===== src/tfe_pkg.sv =====
package tfe_pkg;

  // ****************************************************
  // Bus geometry
  // ****************************************************
  localparam int ADDR_W = 8;
  localparam int DATA_W = 16;
  localparam int PIN_COUNT = 6;
  localparam int SEL_W = 4;

  // ****************************************************
  // Register offsets
  // ****************************************************
  localparam logic [7:0] EVENT_STATUS_ADDR   = 8'h12;
  localparam logic [7:0] EVENT_ENABLE_ADDR   = 8'h16;
  localparam logic [7:0] EVENT_POLARITY_ADDR = 8'h17;
  localparam logic [7:0] CONTROL_ADDR        = 8'h40;
  localparam logic [7:0] PIN_SEL_LO_ADDR     = 8'h41;
  localparam logic [7:0] PIN_SEL_HI_ADDR     = 8'h42;
  localparam logic [7:0] PIN_PULL_ADDR       = 8'h43;

  // ****************************************************
  // Field positions
  // ****************************************************
  localparam int LOCK_BIT   = 8;
  localparam int TEMP_BIT   = 11;
  localparam int FLAG_BIT   = 12;
  localparam int INVERT_BIT = 12;
  localparam int PULL_DN_LSB = 8;

  localparam int CTL_SENSOR_ENA = 0;
  localparam int CTL_OUT_DIS    = 1;
  localparam int CTL_TRISTATE   = 2;
  localparam int CTL_PIN1_ROUTE = 3;
  localparam int CTL_PIN6_ROUTE = 4;
  localparam int CTL_CLK_SOURCE = 5;
  localparam int CTL_IFACE_SEL  = 6;

  // ****************************************************
  // Masks and reset values
  // ****************************************************
  localparam logic [15:0] EVENT_MASK    = 16'h0900;
  localparam logic [15:0] POLARITY_MASK = 16'h1900;
  localparam logic [15:0] CONTROL_MASK  = 16'h007F;
  localparam logic [15:0] SEL_HI_MASK   = 16'h00FF;
  localparam logic [15:0] PULL_MASK     = 16'h3F3F;
  localparam logic [15:0] ENABLE_RST    = 16'h0000;
  localparam logic [15:0] POLARITY_RST  = 16'h0800;
  localparam logic [15:0] CONTROL_RST   = 16'h0000;
  localparam logic [15:0] PIN_SEL_RST   = 16'h0000;
  localparam logic [15:0] PULL_RST      = 16'h0000;
  localparam logic [15:0] ZERO_WORD     = 16'h0000;

  // ****************************************************
  // Pin function codes
  // ****************************************************
  localparam logic [3:0] FUNC_LOCK = 4'h4;
  localparam logic [3:0] FUNC_TEMP = 4'h5;

endpackage : tfe_pkg


===== src/tfe_event_unit.sv =====
`timescale 1ns/1ps

module tfe_event_unit (
  input  wire logic                          clock_i,
  input  wire logic                          reset_n_i,
  input  wire logic [tfe_pkg::ADDR_W-1:0]    addr_i,
  input  wire logic [tfe_pkg::DATA_W-1:0]    wdata_i,
  input  wire logic                          wr_i,
  input  wire logic                          rd_i,
  output logic      [tfe_pkg::DATA_W-1:0]    rdata_o,
  input  wire logic                          temp_ok_i,
  input  wire logic                          loop_lock_i,
  input  wire logic                          adc_frame_clock_i,
  output logic                               irq_o,
  output logic      [tfe_pkg::PIN_COUNT-1:0] pin_out_o,
  output logic      [tfe_pkg::PIN_COUNT-1:0] pin_oe_o,
  output logic      [tfe_pkg::PIN_COUNT-1:0] pin_pull_up_o,
  output logic      [tfe_pkg::PIN_COUNT-1:0] pin_pull_down_o,
  output logic                               thermal_sensor_enable_o,
  output logic                               audio_output_disable_o,
  output logic                               power_temp_ok_o
);

  // ****************************************************
  // Functions
  // ****************************************************
  // Pin owned by the status mux, not by its other role
  function automatic logic pin_free(
    input int          idx,
    input logic [15:0] ctl
  );
    logic free;
    free = 1'b0;
    case (idx)
      0:       free = ctl[tfe_pkg::CTL_PIN1_ROUTE];
      1:       free = ~ctl[tfe_pkg::CTL_CLK_SOURCE];
      2, 3, 4: free = ~ctl[tfe_pkg::CTL_IFACE_SEL];
      5:       free = ~ctl[tfe_pkg::CTL_PIN6_ROUTE];
      default: free = 1'b0;
    endcase
    return free;
  endfunction : pin_free

  function automatic logic is_status_func(input logic [3:0] sel);
    return (sel == tfe_pkg::FUNC_LOCK) || (sel == tfe_pkg::FUNC_TEMP);
  endfunction : is_status_func

  // ****************************************************
  // Registers
  // ****************************************************
  logic [15:0] status_reg;
  logic [15:0] status_next;
  logic [15:0] enable_reg;
  logic [15:0] enable_next;
  logic [15:0] polarity_reg;
  logic [15:0] polarity_next;
  logic [15:0] control_reg;
  logic [15:0] control_next;
  logic [15:0] sel_lo_reg;
  logic [15:0] sel_lo_next;
  logic [15:0] sel_hi_reg;
  logic [15:0] sel_hi_next;
  logic [15:0] pull_reg;
  logic [15:0] pull_next;
  logic [15:0] rdata_reg;
  logic [15:0] rdata_next;
  logic        irq_reg;
  logic        irq_next;
  logic [5:0]  pin_out_reg;
  logic [5:0]  pin_out_next;
  logic [5:0]  pin_oe_reg;
  logic [5:0]  pin_oe_next;
  logic        audio_dis_reg;
  logic        audio_dis_next;
  logic        power_ok_reg;

  // ****************************************************
  // Address decode
  // ****************************************************
  wire hit_status   = (addr_i == tfe_pkg::EVENT_STATUS_ADDR);
  wire hit_enable   = (addr_i == tfe_pkg::EVENT_ENABLE_ADDR);
  wire hit_polarity = (addr_i == tfe_pkg::EVENT_POLARITY_ADDR);
  wire hit_control  = (addr_i == tfe_pkg::CONTROL_ADDR);
  wire hit_sel_lo   = (addr_i == tfe_pkg::PIN_SEL_LO_ADDR);
  wire hit_sel_hi   = (addr_i == tfe_pkg::PIN_SEL_HI_ADDR);
  wire hit_pull     = (addr_i == tfe_pkg::PIN_PULL_ADDR);

  wire wr_status   = wr_i & hit_status;
  wire wr_enable   = wr_i & hit_enable;
  wire wr_polarity = wr_i & hit_polarity;
  wire wr_control  = wr_i & hit_control;
  wire wr_sel_lo   = wr_i & hit_sel_lo;
  wire wr_sel_hi   = wr_i & hit_sel_hi;
  wire wr_pull     = wr_i & hit_pull;

  // ****************************************************
  // Control fields
  // ****************************************************
  wire thermal_sensor_enable =
    control_reg[tfe_pkg::CTL_SENSOR_ENA];
  wire thermal_output_disable =
    control_reg[tfe_pkg::CTL_OUT_DIS];
  wire audio_interface_tristate =
    control_reg[tfe_pkg::CTL_TRISTATE];
  wire pin_six_frame_clock_route =
    control_reg[tfe_pkg::CTL_PIN6_ROUTE];
  wire combined_event_invert =
    polarity_reg[tfe_pkg::INVERT_BIT];
  wire temperature_event_polarity =
    polarity_reg[tfe_pkg::TEMP_BIT];
  wire loop_lock_event_polarity =
    polarity_reg[tfe_pkg::LOCK_BIT];

  wire [23:0] pin_function_select = {sel_hi_reg[7:0], sel_lo_reg};
  wire [5:0]  pin_pull_up   = pull_reg[5:0];
  wire [5:0]  pin_pull_down = pull_reg[13:8];

  // ****************************************************
  // Event sources
  // ****************************************************
  // Disabled sensor reads as healthy, so it raises nothing while the temperature polarity bit is set
  wire temp_status =
    thermal_sensor_enable ? temp_ok_i : 1'b1;
  wire lock_status = loop_lock_i;

  wire temp_active =
    temp_status ^ temperature_event_polarity;
  wire lock_active = lock_status ^ loop_lock_event_polarity;

  wire [15:0] src_set = ({15'h0000, temp_active} << tfe_pkg::TEMP_BIT) |
                        ({15'h0000, lock_active} << tfe_pkg::LOCK_BIT);
  wire [15:0] clr_bits = wr_status ? (wdata_i & tfe_pkg::EVENT_MASK)
                                   : tfe_pkg::ZERO_WORD;

  // Level set applied after the clear, so set wins
  assign status_next =
    ((status_reg & ~clr_bits) | src_set) & tfe_pkg::EVENT_MASK;

  // ****************************************************
  // Writable registers
  // ****************************************************
  assign enable_next = wr_enable ? (wdata_i & tfe_pkg::EVENT_MASK)
                                 : enable_reg;
  assign polarity_next = wr_polarity ? (wdata_i & tfe_pkg::POLARITY_MASK)
                                     : polarity_reg;
  assign control_next = wr_control ? (wdata_i & tfe_pkg::CONTROL_MASK)
                                   : control_reg;
  assign sel_lo_next = wr_sel_lo ? wdata_i : sel_lo_reg;
  assign sel_hi_next = wr_sel_hi ? (wdata_i & tfe_pkg::SEL_HI_MASK)
                                 : sel_hi_reg;
  assign pull_next = wr_pull ? (wdata_i & tfe_pkg::PULL_MASK) : pull_reg;

  // ****************************************************
  // Combined event flag
  // ****************************************************
  wire combined_flag = |(status_reg & enable_reg);
  assign irq_next = combined_flag ^ combined_event_invert;

  // ****************************************************
  // Pin drive
  // ****************************************************
  // Status pins see raw status values, pin six frame clock is inverted; polarity bits never touch them
  genvar gp;
  generate
    for (gp = 0; gp < tfe_pkg::PIN_COUNT; gp++) begin : g_pin
      wire [3:0] sel = pin_function_select[gp*4 +: 4];
      wire own = pin_free(gp, control_reg) & ~audio_interface_tristate;
      wire stat = (sel == tfe_pkg::FUNC_TEMP) ? temp_status
                                              : lock_status;
      if (gp == tfe_pkg::PIN_COUNT - 1) begin : g_six
        wire frame = pin_six_frame_clock_route & ~audio_interface_tristate;
        assign pin_out_next[gp] = frame ? ~adc_frame_clock_i
                                        : (own & is_status_func(sel) & stat);
        assign pin_oe_next[gp] =
          frame | (own & is_status_func(sel));
      end else begin : g_other
        assign pin_out_next[gp] = own & is_status_func(sel) & stat;
        assign pin_oe_next[gp] = own & is_status_func(sel);
      end
    end
  endgenerate

  // ****************************************************
  // Thermal outputs
  // ****************************************************
  assign audio_dis_next = thermal_sensor_enable & thermal_output_disable &
                          ~temp_ok_i;

  // ****************************************************
  // Read mux
  // ****************************************************
  wire [15:0] status_view = status_reg |
                            ({15'h0000, combined_flag} << tfe_pkg::FLAG_BIT);
  wire [15:0] rd_value =
    hit_status   ? status_view  :
    hit_enable   ? enable_reg   :
    hit_polarity ? polarity_reg :
    hit_control  ? control_reg  :
    hit_sel_lo   ? sel_lo_reg   :
    hit_sel_hi   ? sel_hi_reg   :
    hit_pull     ? pull_reg     : tfe_pkg::ZERO_WORD;
  assign rdata_next = rd_i ? rd_value : tfe_pkg::ZERO_WORD;

  // ****************************************************
  // State
  // ****************************************************
  always_ff @(posedge clock_i or negedge reset_n_i) begin
    if (!reset_n_i) begin
      status_reg   <= tfe_pkg::ZERO_WORD;
      enable_reg   <= tfe_pkg::ENABLE_RST;
      polarity_reg <= tfe_pkg::POLARITY_RST;
      control_reg  <= tfe_pkg::CONTROL_RST;
      sel_lo_reg   <= tfe_pkg::PIN_SEL_RST;
      sel_hi_reg   <= tfe_pkg::PIN_SEL_RST;
      pull_reg     <= tfe_pkg::PULL_RST;
    end else begin
      status_reg   <= status_next;
      enable_reg   <= enable_next;
      polarity_reg <= polarity_next;
      control_reg  <= control_next;
      sel_lo_reg   <= sel_lo_next;
      sel_hi_reg   <= sel_hi_next;
      pull_reg     <= pull_next;
    end
  end

  always_ff @(posedge clock_i or negedge reset_n_i) begin
    if (!reset_n_i) begin
      rdata_reg     <= tfe_pkg::ZERO_WORD;
      irq_reg       <= 1'b0;
      pin_out_reg   <= 6'h00;
      pin_oe_reg    <= 6'h00;
      audio_dis_reg <= 1'b0;
      power_ok_reg  <= 1'b1;
    end else begin
      rdata_reg     <= rdata_next;
      irq_reg       <= irq_next;
      pin_out_reg   <= pin_out_next;
      pin_oe_reg    <= pin_oe_next;
      audio_dis_reg <= audio_dis_next;
      power_ok_reg  <= temp_status;
    end
  end

  // ****************************************************
  // Outputs
  // ****************************************************
  assign rdata_o                 = rdata_reg;
  assign irq_o                   = irq_reg;
  assign pin_out_o               = pin_out_reg;
  assign pin_oe_o                = pin_oe_reg;
  assign pin_pull_up_o           = pin_pull_up;
  assign pin_pull_down_o         = pin_pull_down;
  assign thermal_sensor_enable_o = thermal_sensor_enable;
  assign audio_output_disable_o  = audio_dis_reg;
  assign power_temp_ok_o         = power_ok_reg;

  // ****************************************************
  // Assertions
  // ****************************************************
  a_temp_event_set:
  assert property (@(posedge clock_i) disable iff (!reset_n_i)
    temp_active |=> status_reg[tfe_pkg::TEMP_BIT])
  else $error("temperature event not latched");

  a_temp_event_hold:
  assert property (@(posedge clock_i) disable iff (!reset_n_i)
    (status_reg[tfe_pkg::TEMP_BIT] && !clr_bits[tfe_pkg::TEMP_BIT])
    |=> status_reg[tfe_pkg::TEMP_BIT])
  else $error("temperature event dropped without clear");

  a_lock_event_clear:
  assert property (@(posedge clock_i) disable iff (!reset_n_i)
    (clr_bits[tfe_pkg::LOCK_BIT] && !lock_active)
    |=> !status_reg[tfe_pkg::LOCK_BIT])
  else $error("lock event not cleared by write one");

  a_set_beats_clear:
  assert property (@(posedge clock_i) disable iff (!reset_n_i)
    (clr_bits[tfe_pkg::LOCK_BIT] && lock_active)
    |=> status_reg[tfe_pkg::LOCK_BIT])
  else $error("clear won over set");

  a_flag_or_enabled:
  assert property (@(posedge clock_i) disable iff (!reset_n_i)
    ((status_reg & enable_reg) != 16'h0000 && !combined_event_invert)
    |=> irq_o)
  else $error("combined flag missing for enabled event");

  a_flag_inverted:
  assert property (@(posedge clock_i) disable iff (!reset_n_i)
    ((status_reg & enable_reg) == 16'h0000 && combined_event_invert)
    |=> irq_o)
  else $error("inverted flag not high when idle");

  a_frame_clock_pin:
  assert property (@(posedge clock_i) disable iff (!reset_n_i)
    (pin_six_frame_clock_route && !audio_interface_tristate)
    |=> (pin_oe_o[5] && pin_out_o[5] == !$past(adc_frame_clock_i)))
  else $error("pin six not carrying inverted frame clock");

  a_temp_pin_raw:
  assert property (@(posedge clock_i) disable iff (!reset_n_i)
    (g_pin[2].sel == tfe_pkg::FUNC_TEMP && g_pin[2].own)
    |=> (pin_oe_o[2] && pin_out_o[2] == $past(temp_status)))
  else $error("pin three not showing temperature status");

  a_lock_pin_raw:
  assert property (@(posedge clock_i) disable iff (!reset_n_i)
    (g_pin[3].sel == tfe_pkg::FUNC_LOCK && g_pin[3].own)
    |=> (pin_oe_o[3] && pin_out_o[3] == $past(loop_lock_i)))
  else $error("pin four not showing lock status");

  a_audio_shutdown:
  assert property (@(posedge clock_i) disable iff (!reset_n_i)
    (thermal_sensor_enable && thermal_output_disable && !temp_ok_i)
    |=> audio_output_disable_o)
  else $error("audio outputs not disabled on over-temperature");

  a_sensor_quiet:
  assert property (@(posedge clock_i) disable iff (!reset_n_i)
    !thermal_sensor_enable |=> power_temp_ok_o)
  else $error("disabled sensor reported a status");

  a_lock_event_set:
  assert property (@(posedge clock_i) disable iff (!reset_n_i)
    lock_active |=> status_reg[tfe_pkg::LOCK_BIT])
  else $error("lock event not latched");

  a_temp_event_clear:
  assert property (@(posedge clock_i) disable iff (!reset_n_i)
    (clr_bits[tfe_pkg::TEMP_BIT] && !temp_active)
    |=> !status_reg[tfe_pkg::TEMP_BIT])
  else $error("temperature event not cleared by write one");

  a_flag_drops:
  assert property (@(posedge clock_i) disable iff (!reset_n_i)
    ((status_reg & enable_reg) == 16'h0000 && !combined_event_invert)
    |=> !irq_o)
  else $error("combined flag high with no enabled event");

  a_power_status:
  assert property (@(posedge clock_i) disable iff (!reset_n_i)
    thermal_sensor_enable |=> (power_temp_ok_o == $past(temp_ok_i)))
  else $error("power path not following temperature status");

  a_audio_release:
  assert property (@(posedge clock_i) disable iff (!reset_n_i)
    !(thermal_sensor_enable && thermal_output_disable)
    |=> !audio_output_disable_o)
  else $error("audio disabled without both thermal enables");

  a_tristate_idle:
  assert property (@(posedge clock_i) disable iff (!reset_n_i)
    audio_interface_tristate |=> (pin_oe_o == 6'h00))
  else $error("pin driven while interface tristated");

endmodule : tfe_event_unit


===== config.mk =====
export PLATFORM = sky130hd
export DESIGN_NAME = tfe_event_unit
export DESIGN_NICKNAME = d
export VERILOG_FILES = /design/src/tfe_pkg.sv /design/src/tfe_event_unit.sv
export SDC_FILE = /design/constraint.sdc
export NUM_CORES = 1
export LEC_CHECK = 0
export BUFFER_PORTS_ARGS = -buffer_cell sky130_fd_sc_hd__buf_2
export CAP_MARGIN = 20
export CORE_ASPECT_RATIO = 1.1
export CORE_UTILIZATION = 55
export CTS_BUF_LIST = sky130_fd_sc_hd__clkbuf_8
export CTS_CLUSTER_DIAMETER = 60
export DETAILED_ROUTE_END_ITERATION = 16
export PLACE_DENSITY = 0.86
export SYNTH_ARGS = -nofsm -noshare
export SYNTH_HDL_FRONTEND = slang
export SYNTH_SLANG_ARGS = --single-unit

===== constraint.sdc =====
create_clock -name clock_i -period 3.7 [get_ports clock_i]
set_input_delay 0.37 -clock clock_i [delete_from_list [all_inputs] [get_ports clock_i]]
set_output_delay 0.37 -clock clock_i [all_outputs]
set_load 0.005 [all_outputs]

==> qor.yml <==
sta:
  tns_ns: 0
  min_period_over_period: 0.5011
  worstMarginPinSlew_ns: 0.9642
  grt_setup_unrepaired: "false"
  max_freq_mhz: 539.3
  final-setup-viol-count: 0
  final-hold-violation-count: 0
  skew_ns: 0.01052
  fin_crit_ns: 1.854
  slew-limit-headroom: 0.3572
  setup_ws_ns: 1.846
  maxSlewViolCount: 0
drt:
  detail_route.iter0.violations: 160
  drt-total-wl_um: 7317
  drt_pass1_iterations: 4
  vias: 2299
  drc_errors: 0
  drt-wirelength-per-cell_um: 18.20
  ant_nets: 0
  via_per_inst: 5.719
yosys:
  seq_area_frac_synth: 0.5900
  synth_top_area_cell: "dfrtp_1"
  ys.flop_type: "dfrtp_1"
  synth_cells: 244
  synth_seq_cells: 81
  yosys.area_share.xor_xnor: 0.007639
  netlist_top_cells_area: "dfrtp_1, mux2_2, mux4_2"
  synthAdderAreaFrac: 0
  synthSimpleGateAreaFrac: 0.1193
  synth_compound_area_frac: 0.04729
  ys_top_cells_by_count: "dfrtp_1, mux2_2, nand2_1"
  syn-cell-area_um2: 3440
  avgSynthCellArea_um2: 14.10
  synth.distinct_cells: 43
  synth_edf_count: 0
  async_reset_ff_frac: 1.000
  yosys_warnings: 0
  synth.area.mux_share: 0.2172
  yosysTopAreaCellShare: 0.5748
  yosysMostFrequentCell: "dfrtp_1"
  syn-num-nets: 275
  synth_top_family_by_area: "multiplexers"
placed_design:
  dp_hpwl_um: 5026
  place.gp.congestion: 0.8645
  port-buffer-count: 74
  dpl_worst_slack_ns: 1.545
clock_tree:
  cts-buffers-inserted: 9
  clock_path_buffers: 2
  clk-insertion-delay-late_ns: 0.35
  postCtsHoldBufs: 0
  cts_tree: "done"
  cts.sinks: 81
  cts.repair.resized: 0
  post_cts_buffers: 0
  cts_root_buffer: "clkbuf_8"
  clk_pin_slew_ns: 0.09
  h-tree-depth: 3
pwr:
  power_leakage_uw: 0.002088
  p_clk_frac: 0.378
  p_per_area_nw_per_um2: 426.1
  power.share.switching: 0.2507
  p_comb_frac: 0.078
  p_int_uw: 1295
  seqPwrFrac: 0.544
  peakVddDrop_mv: 0.2203
  p_sw_uw: 433.5
global_routing:
  grtUsageMet1: 0.3214
  grtUsageMet2: 0.3934
  top_usage_layer: "met2"
  grtUsageMet3: 0.03763
  first_global_vias: 2416
  antenna_found_initial: 0
  grt_max_degree: 82
  grt_pass1_wl_um: 12070
  overflow: 0
  track_usage: 0.2451
floorplan:
  rows: 29
  initial_core_util: 0.5816
  coreArea_um2: 5914
  die_y_um: 84.94
  boundaryPins: 75
  dieArea_um2: 6574
  die_x_um: 77.40
critical_path:
  endpoint_kind: "flip-flop"
  setup.worst_path.end: "pin_out_o[0]"
  crit_start: "control_reg[0]"
  cp.arrival_ns: 2.09
  path_max_fanout: 7
  worstSetupStartpointType: "flip-flop"
  reg2reg_to: "pin_out_o[0]"
  ff2ff_path_depth: 4
  required_ns: 3.93
  r2r_start: "control_reg[0]"
  path_class: "reg -> reg"
  timing.reg2reg.setup_slack_ns: 1.85
cells_and_area:
  nets: 351
  n_fill_cell: 406
  synthToLayoutAreaGrowth_pct: 17.97
  drive_gt1_frac: 0.4831
  antennaDiodeCount: 0
run_status:
  status: "complete, no violations"
run:
  max_cap_violations: 0
min_path:
  hp-class: "in -> async"
power groups by stage:
stage          clock network, uW  logic, uW  registers, uW
2_1_floorplan                  0       66.5            952
3_3_place_gp                   0        131            956
3_5_place_dp                   0        136            958
4_1_cts                      664        136            940
5_1_grt                      697        149            945
6_report                     653        135            941
layout make-up:
class,count,area (um^2),area share
clock inverter,7,77.57,0.01912
tap,77,96.34,0.02374
timing repair buffer,74,372.9,0.09189
inverter,3,11.26,0.002775
multi-input combinational,151,1346,0.3318
sequential,81,2029,0.5002
clock buffer,9,123.9,0.03053
layout by cell type, fill, tap and decap left out, types with 3 or more instances in the layout:
cell and instances:
mux4_2 6, and2_1 7, clkbuf_8 9, buf_2 73
nand2b_1 4, clkinvlp_4 4, nand3b_1 3, a21oi_1 6
mux2i_1 6, nor4b_1 4, nor3b_1 3, xnor2_1 3
nand2_1 12, inv_1 3, nor2_1 11, dfrtp_1 79
nand3_1 4, mux2_2 49
metal layers:
metal  up-vias  part of all wire
met5         -                 0
met4         0             0.020
met3        14             0.050
met2        84              0.50
met1      1154              0.43
li1       1047                 -
critical path, cell delays in order, from the launching register on:
cell and delay [ns]:
dfrtp_1 0.39, nor2b_1 0.58, inv_1 0.30, nor4b_1 0.37, nor3b_1 0.09
cells by family (layout without fill, tap and decap cells):
logic type,count (synthesis),in the layout
muxes,61,61
DFF,81,81
buffers and inverters,12,93
xor gates and xnor gates,3,3
and+or+nand+nor,66,66
AOI/OAI and AO/OA,21,21
stage by stage:
step / std cells / hold slack (ns) / util / total power [uW] / area, um^2
detailed placement: 386 / 0.4670 / 0.6520 / 1093 / 3856
floorplan: 244 / 0.07441 / - / 1019 / 3440
CTS: 402 / 0.2066 / 0.6861 / 1740 / 4058
global route: 402 / 0.2512 / 0.6861 / 1790 / 4058
global placement: 386 / 0.4580 / 0.6520 / 1087 / 3856
finish: 402 / 0.1719 / 0.6861 / 1729 / 4058
how the worst min path moves through the flow:
| stage | cells after the start | endpoint | slack [ns] |
|---|---|---|---|
| 2_1_floorplan | 0 | audio_output_disable_o | 0.07 |
| 3_3_place_gp | 1 | pin_oe_o[3] | 0.46 |
| 3_5_place_dp | 1 | pin_oe_o[1] | 0.47 |
| 4_1_cts | 1 | sel_lo_reg[5] | 0.21 |
| 5_1_grt | 2 | sel_lo_reg[14] | 0.25 |
| 6_report | 1 | pin_oe_o[4] | 0.17 |
Power figures use the tool's default switching activity.
